File: config.mk
export PLATFORM = sky130hd
export DESIGN_NAME = smrts_top
export DESIGN_NICKNAME = d
export VERILOG_FILES = /design/src/smrts_pkg.sv /design/src/smrts_sync.sv /design/src/smrts_top.sv
export SDC_FILE = /design/constraint.sdc
export NUM_CORES = 1
export LEC_CHECK = 0
export BUFFER_PORTS_ARGS = -buffer_cell sky130_fd_sc_hd__buf_2
export CAP_MARGIN = 30
export CORE_ASPECT_RATIO = 0.75
export CORE_UTILIZATION = 40
export DETAILED_ROUTE_END_ITERATION = 6
export PLACE_DENSITY = 0.58
export SLEW_MARGIN = 10
export SYNTH_ARGS = -nofsm -noshare
export SYNTH_HDL_FRONTEND = slang
export SYNTH_SLANG_ARGS = --single-unit
File: constraint.sdc
create_clock -name mclk_in -period 7.4 [get_ports mclk_in]
set_input_delay 1.48 -clock mclk_in [delete_from_list [all_inputs] [get_ports mclk_in]]
set_output_delay 1.48 -clock mclk_in [all_outputs]
set_load 0.05 [all_outputs]
File: src/smrts_pkg.sv
// Purpose: constants for the supply monitor, reset and trim scheduler
// Assumes: 125 MHz mclk_in; 1 Hz time-base tick comes in as a pulse
// Notes:   long counts are also top-level parameters for simulation
package smrts_pkg;

    // ========================================================
    // clock and times
    // ========================================================
    localparam int unsigned CLK_KHZ          = 125000;
    localparam int unsigned RECOVERY_MS      = 250;
    localparam int unsigned DEBOUNCE_MS      = 30;
    localparam int unsigned RECOVERY_CYCLES  = RECOVERY_MS * CLK_KHZ;
    localparam int unsigned DEBOUNCE_CYCLES  = DEBOUNCE_MS * CLK_KHZ;
    localparam int unsigned CNT_W            = 25;

    // ========================================================
    // backup-supply rate divider
    // ========================================================
    localparam int unsigned BACKUP_DIV_W     = 4;
    localparam logic [3:0]  BACKUP_DIV_LAST  = 4'h9;

    // ========================================================
    // synchroniser bit positions
    // ========================================================
    localparam int unsigned SYNC_W           = 4;
    localparam int unsigned SYNC_VCC_OK      = 0;
    localparam int unsigned SYNC_ABOVE_BAT   = 1;
    localparam int unsigned SYNC_OSC_RUN     = 2;
    localparam int unsigned SYNC_RST_PIN     = 3;

    // ========================================================
    // adjustment arithmetic
    // ========================================================
    localparam int unsigned TEMP_W           = 10;
    localparam int unsigned TRIM_W           = 8;
    localparam int unsigned ADJ_W            = 11;
    localparam logic [10:0] TEMP_REF         = 11'h064;

    // ========================================================
    // reset line sequencer states
    // ========================================================
    typedef enum logic [5:0] {
        ST_PFAIL    = 6'h01,
        ST_RECOV    = 6'h02,
        ST_IDLE     = 6'h04,
        ST_DEBOUNCE = 6'h08,
        ST_WAIT_REL = 6'h10,
        ST_RSTHOLD  = 6'h20
    } smrts_state_t;

endpackage : smrts_pkg

File: src/smrts_sync.sv
// Purpose: two-flop synchroniser for a bundle of level inputs
// Assumes: single clock, synchronous active-high reset
// Notes:   first stage is read only by the second stage
module smrts_sync #(
    parameter int unsigned W = 1
) (
    // clock and reset
    input  wire logic         mclk_in,
    input  wire logic         rst_in,
    // levels
    input  wire logic [W-1:0] async_in,
    output logic      [W-1:0] sync_out
);
    logic [W-1:0] meta_reg;
    logic [W-1:0] sync_reg;

    // ========================================================
    // one synchroniser per bit
    // ========================================================
    genvar i;
    generate
        for (i = 0; i < W; i++)
        begin : g_bit
            always_ff @(posedge mclk_in)
            begin
                if (rst_in)
                begin
                    meta_reg[i] <= 1'b0;
                    sync_reg[i] <= 1'b0;
                end
                else
                begin
                    meta_reg[i] <= async_in[i];
                    sync_reg[i] <= meta_reg[i];
                end
            end
        end
    endgenerate

    assign sync_out = sync_reg;

endmodule : smrts_sync

File: src/smrts_top.sv
// Purpose: supply selection, open-drain reset sequencing, trim schedule
// Assumes: comparator levels and reset pin are asynchronous; synchronised here
// Notes:   reset pin is open drain; oe_n low means pulling it low
//
// Functional notes
// - main below threshold drives reset low
// - hold reset for recovery, then release line
// - recovery hold lasts about 250 ms
// - oscillator stopped: skip recovery, release at once
// - debounced pushbutton shares the reset pin
// - falling edge: debounce, await release, hold reset
// - on backup alone, reset output disabled
// - backup only when main below both references
// - correct time base from temperature result
// - main supply: adjust every second
// - backup supply: adjust every ten seconds
// - main supply: convert temperature every second
// - backup supply: convert every ten seconds
// - add signed aging offset to factory trim
// - reset and pushbutton only with main supply
module smrts_top #(
    parameter int unsigned RECOVERY_CYC = smrts_pkg::RECOVERY_CYCLES,
    parameter int unsigned DEBOUNCE_CYC = smrts_pkg::DEBOUNCE_CYCLES
) (
    // clock and reset
    input  wire logic                                mclk_in,
    input  wire logic                                rst_in,
    // supply comparators and oscillator status
    input  wire logic                                vcc_above_pf_in,
    input  wire logic                                vcc_above_bat_in,
    input  wire logic                                osc_running_in,
    // open-drain reset pin
    input  wire logic                                rst_pin_in,
    output logic                                     rst_pin_out,
    output logic                                     rst_pin_oe_n_out,
    // time base and temperature sensor
    input  wire logic                                tick_1hz_in,
    input  wire logic                                conv_done_in,
    input  wire logic signed [smrts_pkg::TEMP_W-1:0] temp_in,
    input  wire logic signed [smrts_pkg::TRIM_W-1:0] factory_trim_in,
    input  wire logic signed [smrts_pkg::TRIM_W-1:0] aging_offset_in,
    // status and schedule
    output logic                                     on_backup_out,
    output logic                                     conv_start_out,
    output logic                                     adj_strobe_out,
    output logic signed [smrts_pkg::ADJ_W-1:0]       adj_value_out
);
    import smrts_pkg::*;

    localparam logic [CNT_W-1:0] REC_LAST = CNT_W'(RECOVERY_CYC - 1);
    localparam logic [CNT_W-1:0] DB_LAST  = CNT_W'(DEBOUNCE_CYC - 1);

    // ========================================================
    // input synchronisers
    // ========================================================
    logic [SYNC_W-1:0] sync_w;
    logic              vcc_ok_s;
    logic              above_bat_s;
    logic              osc_s;
    logic              pin_s;

    // bat and pin bits stored inverted: reset value reads as idle
    smrts_sync #(
        .W        (SYNC_W)
    ) u_sync (
        .mclk_in  (mclk_in),
        .rst_in   (rst_in),
        .async_in ({!rst_pin_in, osc_running_in,
                    !vcc_above_bat_in, vcc_above_pf_in}),
        .sync_out (sync_w)
    );

    assign vcc_ok_s    = sync_w[SYNC_VCC_OK];
    assign above_bat_s = !sync_w[SYNC_ABOVE_BAT];
    assign osc_s       = sync_w[SYNC_OSC_RUN];
    assign pin_s       = !sync_w[SYNC_RST_PIN];

    // ========================================================
    // power source selection
    // ========================================================
    logic on_backup_reg;
    logic on_backup_next;
    logic pin_prev_reg;
    logic pin_prev_next;

    always_comb
    begin
        on_backup_next = !(vcc_ok_s || above_bat_s);
        pin_prev_next  = pin_s;
    end

    always_ff @(posedge mclk_in)
    begin
        if (rst_in)
        begin
            on_backup_reg <= 1'b0;
            pin_prev_reg  <= 1'b1;
        end
        else
        begin
            on_backup_reg <= on_backup_next;
            pin_prev_reg  <= pin_prev_next;
        end
    end

    // ========================================================
    // reset line sequencer
    // ========================================================
    smrts_state_t     state_reg;
    smrts_state_t     state_next;
    logic [CNT_W-1:0] cnt_reg;
    logic [CNT_W-1:0] cnt_next;
    logic             pin_fall;
    logic             pin_rise;
    logic             drive_low;

    assign pin_fall = pin_prev_reg && !pin_s;
    assign pin_rise = !pin_prev_reg && pin_s;

    always_comb
    begin
        state_next = state_reg;
        cnt_next   = cnt_reg;
        if (!vcc_ok_s)
        begin
            state_next = ST_PFAIL;
            cnt_next   = '0;
        end
        else
        begin
            case (state_reg)
                ST_PFAIL:
                begin
                    cnt_next   = '0;
                    state_next = osc_s ? ST_RECOV : ST_IDLE;
                end
                ST_RECOV, ST_RSTHOLD:
                begin
                    if (cnt_reg == REC_LAST)
                    begin
                        state_next = ST_IDLE;
                        cnt_next   = '0;
                    end
                    else
                    begin
                        cnt_next = cnt_reg + 1'b1;
                    end
                end
                ST_IDLE:
                begin
                    if (pin_fall)
                    begin
                        state_next = ST_DEBOUNCE;
                        cnt_next   = '0;
                    end
                end
                ST_DEBOUNCE:
                begin
                    if (cnt_reg == DB_LAST)
                    begin
                        state_next = ST_WAIT_REL;
                        cnt_next   = '0;
                    end
                    else
                    begin
                        cnt_next = cnt_reg + 1'b1;
                    end
                end
                ST_WAIT_REL:
                begin
                    if (pin_rise || pin_s)
                    begin
                        state_next = ST_RSTHOLD;
                        cnt_next   = '0;
                    end
                end
                default:
                begin
                    state_next = ST_PFAIL;
                    cnt_next   = '0;
                end
            endcase
        end
    end

    always_ff @(posedge mclk_in)
    begin
        if (rst_in)
        begin
            state_reg <= ST_PFAIL;
            cnt_reg   <= '0;
        end
        else
        begin
            state_reg <= state_next;
            cnt_reg   <= cnt_next;
        end
    end

    // pulls low in fail, recovery, debounce and hold; never on backup
    assign drive_low = (state_reg != ST_IDLE) &&
                       (state_reg != ST_WAIT_REL) &&
                       !on_backup_reg;
    assign rst_pin_out      = 1'b0;
    assign rst_pin_oe_n_out = !drive_low;
    assign on_backup_out    = on_backup_reg;

    // ========================================================
    // conversion and adjustment schedule
    // ========================================================
    logic [BACKUP_DIV_W-1:0] div_reg;
    logic [BACKUP_DIV_W-1:0] div_next;
    logic                    busy_reg;
    logic                    busy_next;
    logic                    conv_reg;
    logic                    conv_next;
    logic                    adj_reg;
    logic                    adj_next;
    logic signed [ADJ_W-1:0] val_reg;
    logic signed [ADJ_W-1:0] val_next;
    logic signed [ADJ_W-1:0] temp_dev;
    logic signed [ADJ_W-1:0] adj_sum;
    logic                    fire;

    always_comb
    begin
        temp_dev = $signed({temp_in[TEMP_W-1], temp_in}) -
                   $signed(TEMP_REF);
        adj_sum  = -(temp_dev >>> 2) +
                   $signed({{3{factory_trim_in[TRIM_W-1]}},
                            factory_trim_in}) +
                   $signed({{3{aging_offset_in[TRIM_W-1]}},
                            aging_offset_in});
        fire     = tick_1hz_in &&
                   (!on_backup_reg || div_reg == BACKUP_DIV_LAST);
        div_next = div_reg;
        if (tick_1hz_in)
        begin
            if (on_backup_reg && div_reg != BACKUP_DIV_LAST)
                div_next = div_reg + 1'b1;
            else
                div_next = '0;
        end
        conv_next = fire;
        adj_next  = conv_done_in && busy_reg;
        val_next  = adj_next ? adj_sum : val_reg;
        busy_next = fire || (busy_reg && !conv_done_in);
    end

    always_ff @(posedge mclk_in)
    begin
        if (rst_in)
        begin
            div_reg  <= '0;
            busy_reg <= 1'b0;
            conv_reg <= 1'b0;
            adj_reg  <= 1'b0;
            val_reg  <= '0;
        end
        else
        begin
            div_reg  <= div_next;
            busy_reg <= busy_next;
            conv_reg <= conv_next;
            adj_reg  <= adj_next;
            val_reg  <= val_next;
        end
    end

    assign conv_start_out = conv_reg;
    assign adj_strobe_out = adj_reg;
    assign adj_value_out  = val_reg;

    // ========================================================
    // checks
    // ========================================================
    AST_PF_DRIVE: assert property (@(posedge mclk_in) disable iff (rst_in)
        (!vcc_ok_s && !on_backup_next) |=> !rst_pin_oe_n_out)
        else $error("reset not driven during power fail");
    AST_RECOV_ENTER: assert property (@(posedge mclk_in) disable iff (rst_in)
        (state_reg == ST_PFAIL && vcc_ok_s && osc_s)
        |=> state_reg == ST_RECOV && !rst_pin_oe_n_out)
        else $error("recovery hold not entered");
    AST_RECOV_HOLD: assert property (@(posedge mclk_in) disable iff (rst_in)
        (state_reg == ST_RECOV && cnt_reg != REC_LAST && vcc_ok_s)
        |=> state_reg == ST_RECOV)
        else $error("recovery hold ended early");
    AST_OSC_BYPASS: assert property (@(posedge mclk_in) disable iff (rst_in)
        (state_reg == ST_PFAIL && vcc_ok_s && !osc_s)
        |=> state_reg == ST_IDLE)
        else $error("recovery not bypassed");
    AST_PB_EDGE: assert property (@(posedge mclk_in) disable iff (rst_in)
        (state_reg == ST_IDLE && pin_fall && vcc_ok_s)
        |=> state_reg == ST_DEBOUNCE)
        else $error("pushbutton edge missed");
    AST_BACKUP_OFF: assert property (@(posedge mclk_in) disable iff (rst_in)
        (!vcc_ok_s && !above_bat_s)
        |=> on_backup_out && rst_pin_oe_n_out)
        else $error("reset driven on backup");
    AST_SEL_MAIN: assert property (@(posedge mclk_in) disable iff (rst_in)
        (vcc_ok_s || above_bat_s) |=> !on_backup_out)
        else $error("backup chosen with main usable");
    AST_CONV_MAIN: assert property (@(posedge mclk_in) disable iff (rst_in)
        (tick_1hz_in && !on_backup_out) |=> conv_start_out)
        else $error("conversion missing on main");
    AST_CONV_BACK: assert property (@(posedge mclk_in) disable iff (rst_in)
        (tick_1hz_in && on_backup_out && div_reg != BACKUP_DIV_LAST)
        |=> !conv_start_out)
        else $error("conversion too often on backup");
    AST_ADJ_SUM: assert property (@(posedge mclk_in) disable iff (rst_in)
        (conv_done_in && busy_reg)
        |=> adj_strobe_out && adj_value_out == $past(adj_sum))
        else $error("adjustment value wrong");

endmodule : smrts_top

==> results_dict.tcl, run 1 <==
set metrics [dict create \
    synth_area_leaders "dfxtp_1, ha_1, fa_1" \
    worst_setup_path_start_kind "input port" \
    holdWs_ns 0.415 \
    synth_edf_count 0 \
    drc 0 \
    cts_tree "done" \
    clk_path_buf_depth 2 \
    clock_sinks 59 \
    synthArstFlopShare_pct 0 \
    synth-compound-area-share_pct 13.7 \
    grt_max_degree 31 \
    yosysTopAreaCell "dfxtp_1" \
    min_period_ns 3.89 \
    cts_made_buffers 9 \
    syn_area_per_cell_um2 8.57 \
    antenna_found_initial 0 \
    grt_pass1_wl_um 12600 \
    path_max_fanout 5 \
    synth_top_family_by_area "simple AND/OR/NAND/NOR gates" \
    path_clk_slew_ns 0.05 \
    viasPerCell 5.24 \
    path_class "in2reg" \
    p_per_area_mw_per_mm2 236 \
    die_area_mm2 0.00897 \
    netlist_area_mm2 0.00344 \
    ctsResizeCount 0 \
    vias 2889 \
    netlist_instances 401 \
    syn_nets 459 \
    status "finished, final reports clean" \
    antenna_cells 0 \
    critPathRequiredTime_ns 7.63 \
    cts_max_level 3 \
    max_cap_violations 0 \
    grt_pass1_vias 2666 \
    synth_seq_area_share_pct 34.4 \
    largest_register_ffs 25 \
    fin_skew_ns 0.00914 \
    leakagePower_nw 1.59 \
    place.gp.congestion 0.778 \
    synthAdderAreaFrac_pct 10.7 \
    io_pins 50 \
    die_height_um 82.3 \
    layout-area-overhead-vs-synth_pct 17.7 \
    timing.final.crit_share_pct 52.6 \
    drive_above_1_share_pct 16.1 \
    nets 500 \
    yosys.area_share.simple_pct 28.6 \
    wl_per_cell_um 13.7 \
    dpl.hpwl_um 5550 \
    grt.overflow.total 0 \
    coreArea_mm2 0.00809 \
    synth-main-ff-cell "dfxtp_1" \
    firstDrtPassIters 4 \
    drt-initial-drc-count 183 \
    clock-root-buffer "clkbuf_16" \
    rsz0062_at_grt "false" \
    drt_wl_total_um 7550 \
    finalMaxSlewViolations 0 \
    vdd_drop_max_mv 0.150 \
    cts_hold_repair.buffers 0 \
    muxShareOfSynthArea_pct 0.291 \
    fmax_ghz 0.257 \
    start_util_pct 42.5 \
    timing_hold_violations_final 0 \
    clk_latency_ns 0.32 \
    synthXorXnorAreaFrac_pct 7.39 \
    postCtsSetupBuffers 0 \
    setup_violations 0 \
    synth_top_area_share_pct 34.4 \
    tightest_slew_ns 0.754 \
    setup_tns_ns 0 \
    synth.distinct_cells 56 \
    ys_ff_latch 59 \
    end_kind "register" \
    yosysWarnings 0 \
    globalRouteTotalUtil_pct 18.4 \
    drtAntennaViolNets 0 \
    rows 28 \
    io_buffers 46 \
    die_x_um 109 \
    hp-class "reg2reg" \
    slew_headroom_pct 49.7 \
    power.total_w 0.000954 \
    cp_data_arrival_time_ns 4.12 \
]
-- layer usage --
metal	part of all wire (%)	up-vias	global-route usage [%]
met5	0	-	0
met3	2.8	2	4.95
li1	-	1494	-
met1	54	1359	25.6
met2	42	34	27.4
met4	0.62	0	5.81
-- layout by cell type (no fill, tap or decap), types with 15 or more instances in the layout --
cell and count:
dfxtp_1 59, buf_2 46, nor2_1 41, nand2_1 35
inv_1 23, o21ai_0 21, a21oi_1 21, nand3_1 18
xor2_1 17, ha_1 15
-- critical path, stage by stage --
cell      delay, ns
buf_2          0.10
inv_1          0.08
ha_1           0.18
nand2b_1       0.09
nand2_1        0.09
xor2_1         0.18
fa_1           0.44
ha_1           0.38
nand3_1        0.09
o211ai_1       0.25
o21ai_0        0.19
a31oi_1        0.26
xnor2_1        0.09
a211oi_1       0.22
-- kinds of logic (layout without fill, tap and decap cells) --
family          Yosys count  in the layout
simple gates            177            177
compound gates           71             71
flops                    59             59
buf+inv                  39             84
xor+xnor                 29             29
fa+ha+maj                24             24
other cells               1              1
mux                       1              1
-- power by group --
part           leakage (nW)  internal (W)  switching, W
Combinational         0.945     0.0000678      0.000101
Clock                 0.162      0.000311      0.000141
Sequential            0.479      0.000328    0.00000557
-- final timing paths --
check | slack [ns] | to | cells after the start | startpoint
hold / removal | 0.42 | pin_prev_reg$_SDFF_PP1_ | 1 | u_sync.sync_out[3]$_SDFF_PP0_
setup reg to reg | 5.01 | cnt_reg[16]$_SDFFE_PP0P_ | 7 | cnt_reg[0]$_SDFFE_PP0P_
setup / recovery | 3.51 | adj_value_out[9]$_SDFFE_PP0P_ | 14 | temp_in[2]
hold reg to reg | 0.42 | pin_prev_reg$_SDFF_PP1_ | 1 | u_sync.sync_out[3]$_SDFF_PP0_
-- cell usage after synthesis (all sizes together) (2+ instances only) --
library cell / count
buf: 8
and2: 2
or3: 5
dfxtp: 59
o21ai: 23
a31oi: 5
nand2: 37
nor2b: 10
o32ai: 2
nand2b: 7
ha: 15
nor3b: 7
nor3: 12
nor2: 41
xnor2: 12
nand4b: 2
fa: 9
clkbuf: 8
and4b: 2
or4: 3
nand4: 9
nand3b: 3
inv: 23
and4: 5
a22oi: 2
o41ai: 3
a21oi: 21
a211oi: 6
nor4: 4
nor4bb: 3
xor2: 17
nand3: 19
and3: 4
-- per-stage QoR --
stage          utilization (%)  std cells  instance area, um^2  setup WS [ns]
3_5_place_dp              46.0        536                 3720           3.14
3_3_place_gp              46.0        536                 3720           3.21
4_1_cts                   50.0        551                 4050           3.52
2_1_floorplan                -        401                 3440           3.62
5_1_grt                   50.0        551                 4050           3.24
6_report                  50.0        551                 4050           3.51
-- cell type report --
class                           instances  area [um^2]
Timing Repair Buffer                   46          230
Clock buffer                           11          253
Multi-Input combinational cell        303         2090
Clock inverter                          4         73.8
Inverter                               23         86.3
Tap cell                              105          131
Fill cell                             792         4050
Sequential cell                        59         1180
Note: power is estimated with default switching activity, not from simulation.
==> run 2: changes to the inputs <==
--- a/config.mk
+++ b/config.mk
@@ -5,12 +5,13 @@
 export SDC_FILE = /design/constraint.sdc
 export NUM_CORES = 1
 export LEC_CHECK = 0
+export ABC_AREA = 1
 export BUFFER_PORTS_ARGS = -buffer_cell sky130_fd_sc_hd__buf_2
 export CAP_MARGIN = 30
 export CORE_ASPECT_RATIO = 0.75
 export CORE_UTILIZATION = 40
 export DETAILED_ROUTE_END_ITERATION = 6
-export PLACE_DENSITY = 0.58
+export PLACE_DENSITY = 0.6
 export SLEW_MARGIN = 10
 export SYNTH_ARGS = -nofsm -noshare
 export SYNTH_HDL_FRONTEND = slang
==> constraint.sdc (replaced) <==
create_clock -name mclk_in -period 3.1 [get_ports mclk_in]
set_input_delay 0.62 -clock mclk_in [delete_from_list [all_inputs] [get_ports mclk_in]]
set_output_delay 0.62 -clock mclk_in [all_outputs]
set_load 0.05 [all_outputs]
==> results_dict.tcl, run 2 <==
set metrics [dict create \
    crit_buf_inv 5 \
    grt_pass1_vias 3368 \
    crit_cells 17 \
    clk_latency_ns 0.33 \
    rsz0062_at_grt "false" \
    busiest_layer "met1" \
    antenna_found_initial 0 \
    pwr-share-seq_pct 33.0 \
    drtAntennaViolNets 0 \
    vdd_drop_max_mv 0.368 \
    drt_wl_total_um 9680 \
    timing_hold_violations_final 0 \
    netlist_area_mm2 0.00397 \
    globalRouteTotalUtil_pct 20.1 \
    io_buffers 46 \
    max_cap_violations 0 \
    grtUsageMet1_pct 30.4 \
    layout-area-overhead-vs-synth_pct 19.0 \
    timing.final.crit_share_pct 94.6 \
    cp_data_arrival_time_ns 3.17 \
    ys_ff_latch 59 \
    fmax_ghz 0.341 \
    cts_made_buffers 9 \
    cp_common_cell "inv_1" \
    cp_top_family "adder cells" \
    drt-initial-drc-count 291 \
    grt_max_degree 25 \
    netlist_top_cells_count "nand2_1, inv_1, nor2_1, dfxtp_1, nand3_1" \
    synth-main-ff-cell "dfxtp_1" \
    clock-root-buffer "clkbuf_16" \
    final_common_cell "nand2_1" \
    antenna_cells 0 \
    dpl.hpwl_um 7570 \
    coreArea_mm2 0.00966 \
    drive_above_1_share_pct 15.4 \
    p_switching_w 0.000648 \
    final_cell_area_mm2 0.00472 \
    synth_seq_area_share_pct 29.8 \
    path_class "in2reg" \
    firstDrtPassIters 5 \
    yosysMostFrequentCell "nand2_1" \
    start_util_pct 41.1 \
    min_to "u_sync.sync_out[1]$_SDFF_PP0_" \
    grt.overflow.total 0 \
    grt_pass1_wl_um 16000 \
    rows 31 \
    cts_hold_repair.buffers 0 \
    r2r_slack_ns 0.94 \
    placed_cell_area_mm2 0.00438 \
    die_area_mm2 0.0103 \
    cts_tree "done" \
    place.gp.congestion 0.909 \
    synth_edf_count 0 \
    setup_violations 0 \
    cts_max_level 3 \
    crit_chain "buf_2, inv_1, ha_1, a21oi_2, nand2_1, nand2_1, o21bai_1, fa_1, inv_1, ha_1, inv_1, nor3_1, o21ai_0, nand4_1, nand3_1, nand2_1, inv_1" \
    syn_area_per_cell_um2 6.69 \
    clkPwrFrac_pct 48.0 \
    wl_per_cell_um 12.3 \
    mostFrequentLayoutCells "nand2_1, inv_1, nor2_1" \
    drc 0 \
    io_pins 50 \
    die_x_um 117 \
    dp_cells 771 \
    hp-class "reg2reg" \
    largest_register_ffs 25 \
    fin_cells 787 \
    p_comb_share_pct 19.0 \
    die_height_um 88.3 \
    vias 3813 \
    switching_share_pct 27.1 \
    end_kind "register" \
    intPower_w 0.00174 \
    synth_top_area_share_pct 29.8 \
    worstReg2RegStart "state_reg[1]$_SDFFE_PP0P_" \
    status "finished, final reports clean" \
    netlist_instances 593 \
    viasPerCell 4.84 \
    clk_path_buf_depth 2 \
    yosysWarnings 0 \
    path_max_fanout 3 \
    leakagePower_nw 2.20 \
    path_clk_slew_ns 0.05 \
    hold_depth 2 \
    final_core_util_pct 48.9 \
    worst_r2r_path_depth 11 \
    syn_nets 651 \
    setup_tns_ns 0 \
    max_stage_delay_ns 0.50 \
    met3_usage_pct 5.07 \
    min_from "u_sync.meta_reg[1]$_SDFF_PP0_" \
    yosysTopAreaCell "dfxtp_1" \
    critPathRequiredTime_ns 3.33 \
    finalMaxSlewViolations 0 \
    synthArstFlopShare_pct 0 \
    p_per_area_mw_per_mm2 507 \
    clock_sinks 59 \
    fin_skew_ns 0.00466 \
    synth_area_leaders "dfxtp_1, nand2_1, inv_1" \
    synth.distinct_cells 35 \
    r2r_end "state_reg[1]$_SDFFE_PP0P_" \
    min_period_ns 2.93 \
    use_met2_pct 28.4 \
    cp_slowest_cell "fa_1" \
    nets 708 \
    nFillCells 954 \
    worst_setup_path_start_kind "input port" \
]
## run 2: area by class of cell
| type | count | area [um^2] | share of cell area, % |
|---|---|---|---|
| clock buffers | 10 | 229 | 4.85 |
| clock inverters | 6 | 113 | 2.38 |
| inverters | 96 | 360 | 7.63 |
| multi-input cells | 427 | 2360 | 50.0 |
| flip-flops and latches | 59 | 1180 | 25.0 |
| well taps | 132 | 165 | 3.50 |
| repair buffers | 57 | 313 | 6.62 |
## run 2: tightest hold or removal path, delay by kind of cell (launching register included)
family                 cells  cell delay [ns]
DFF                        1             0.29
buffers and inverters      1             0.04
and+or+nand+nor            1             0.03
## run 2: per-layer routing
layer	vias to the layer above	share of wire, %
met3	11	7.1
met5	-	0
met4	0	0.90
li1	1989	-
met1	1691	53
met2	122	39
## run 2: cells by family (layout without fill, tap and decap cells)
kind of cell / count (synthesis) / in the layout / synth area share (%)
simple gates: 328 / 328 / 38.5
buf+inv: 107 / 169 / 10.8
fa+ha+maj: 24 / 24 / 9.27
flops: 59 / 59 / 29.8
xor+xnor: 16 / 16 / 3.53
compound gates: 58 / 58 / 7.97
other cells: 1 / 1 / 0.0945
## run 2: power by group through the flow
stage	clock, W	sequential, W	combinational (W)
2_1_floorplan	0	0.000844	0.000276
3_3_place_gp	0	0.000805	0.000442
3_5_place_dp	0	0.000805	0.000451
4_1_cts	0.00117	0.000790	0.000453
5_1_grt	0.00120	0.000791	0.000514
6_report	0.00115	0.000789	0.000455
## run 2: worst max-delay path by stage
stage | end | slack (ns) | startpoint
floorplan | adj_value_out[7]$_SDFFE_PP0P_ | 0.22 | temp_in[2]
global placement | adj_value_out[9]$_SDFFE_PP0P_ | -0.09 | temp_in[2]
detailed placement | adj_value_out[9]$_SDFFE_PP0P_ | -0.17 | temp_in[2]
CTS | adj_value_out[9]$_SDFFE_PP0P_ | 0.16 | temp_in[2]
global route | adj_value_out[7]$_SDFFE_PP0P_ | 0.04 | temp_in[2]
finish | adj_value_out[9]$_SDFFE_PP0P_ | 0.17 | temp_in[2]
## run 2: timing repair
item | CTS | global route
buffers inserted | 0 | 0
setup endpoints to repair | 0 | 3
gates resized for setup | 0 | 1
## run 2: stage by stage
| stage | hold WS, ns | worst slack, ns | total power (W) |
|---|---|---|---|
| after floorplan | 0.380 | 0.217 | 0.00112 |
| after global placement | 0.391 | -0.0879 | 0.00125 |
| after detailed placement | 0.396 | -0.169 | 0.00126 |
| after CTS | 0.405 | 0.164 | 0.00241 |
| after global routing | 0.427 | 0.0387 | 0.00251 |
| final | 0.400 | 0.166 | 0.00239 |
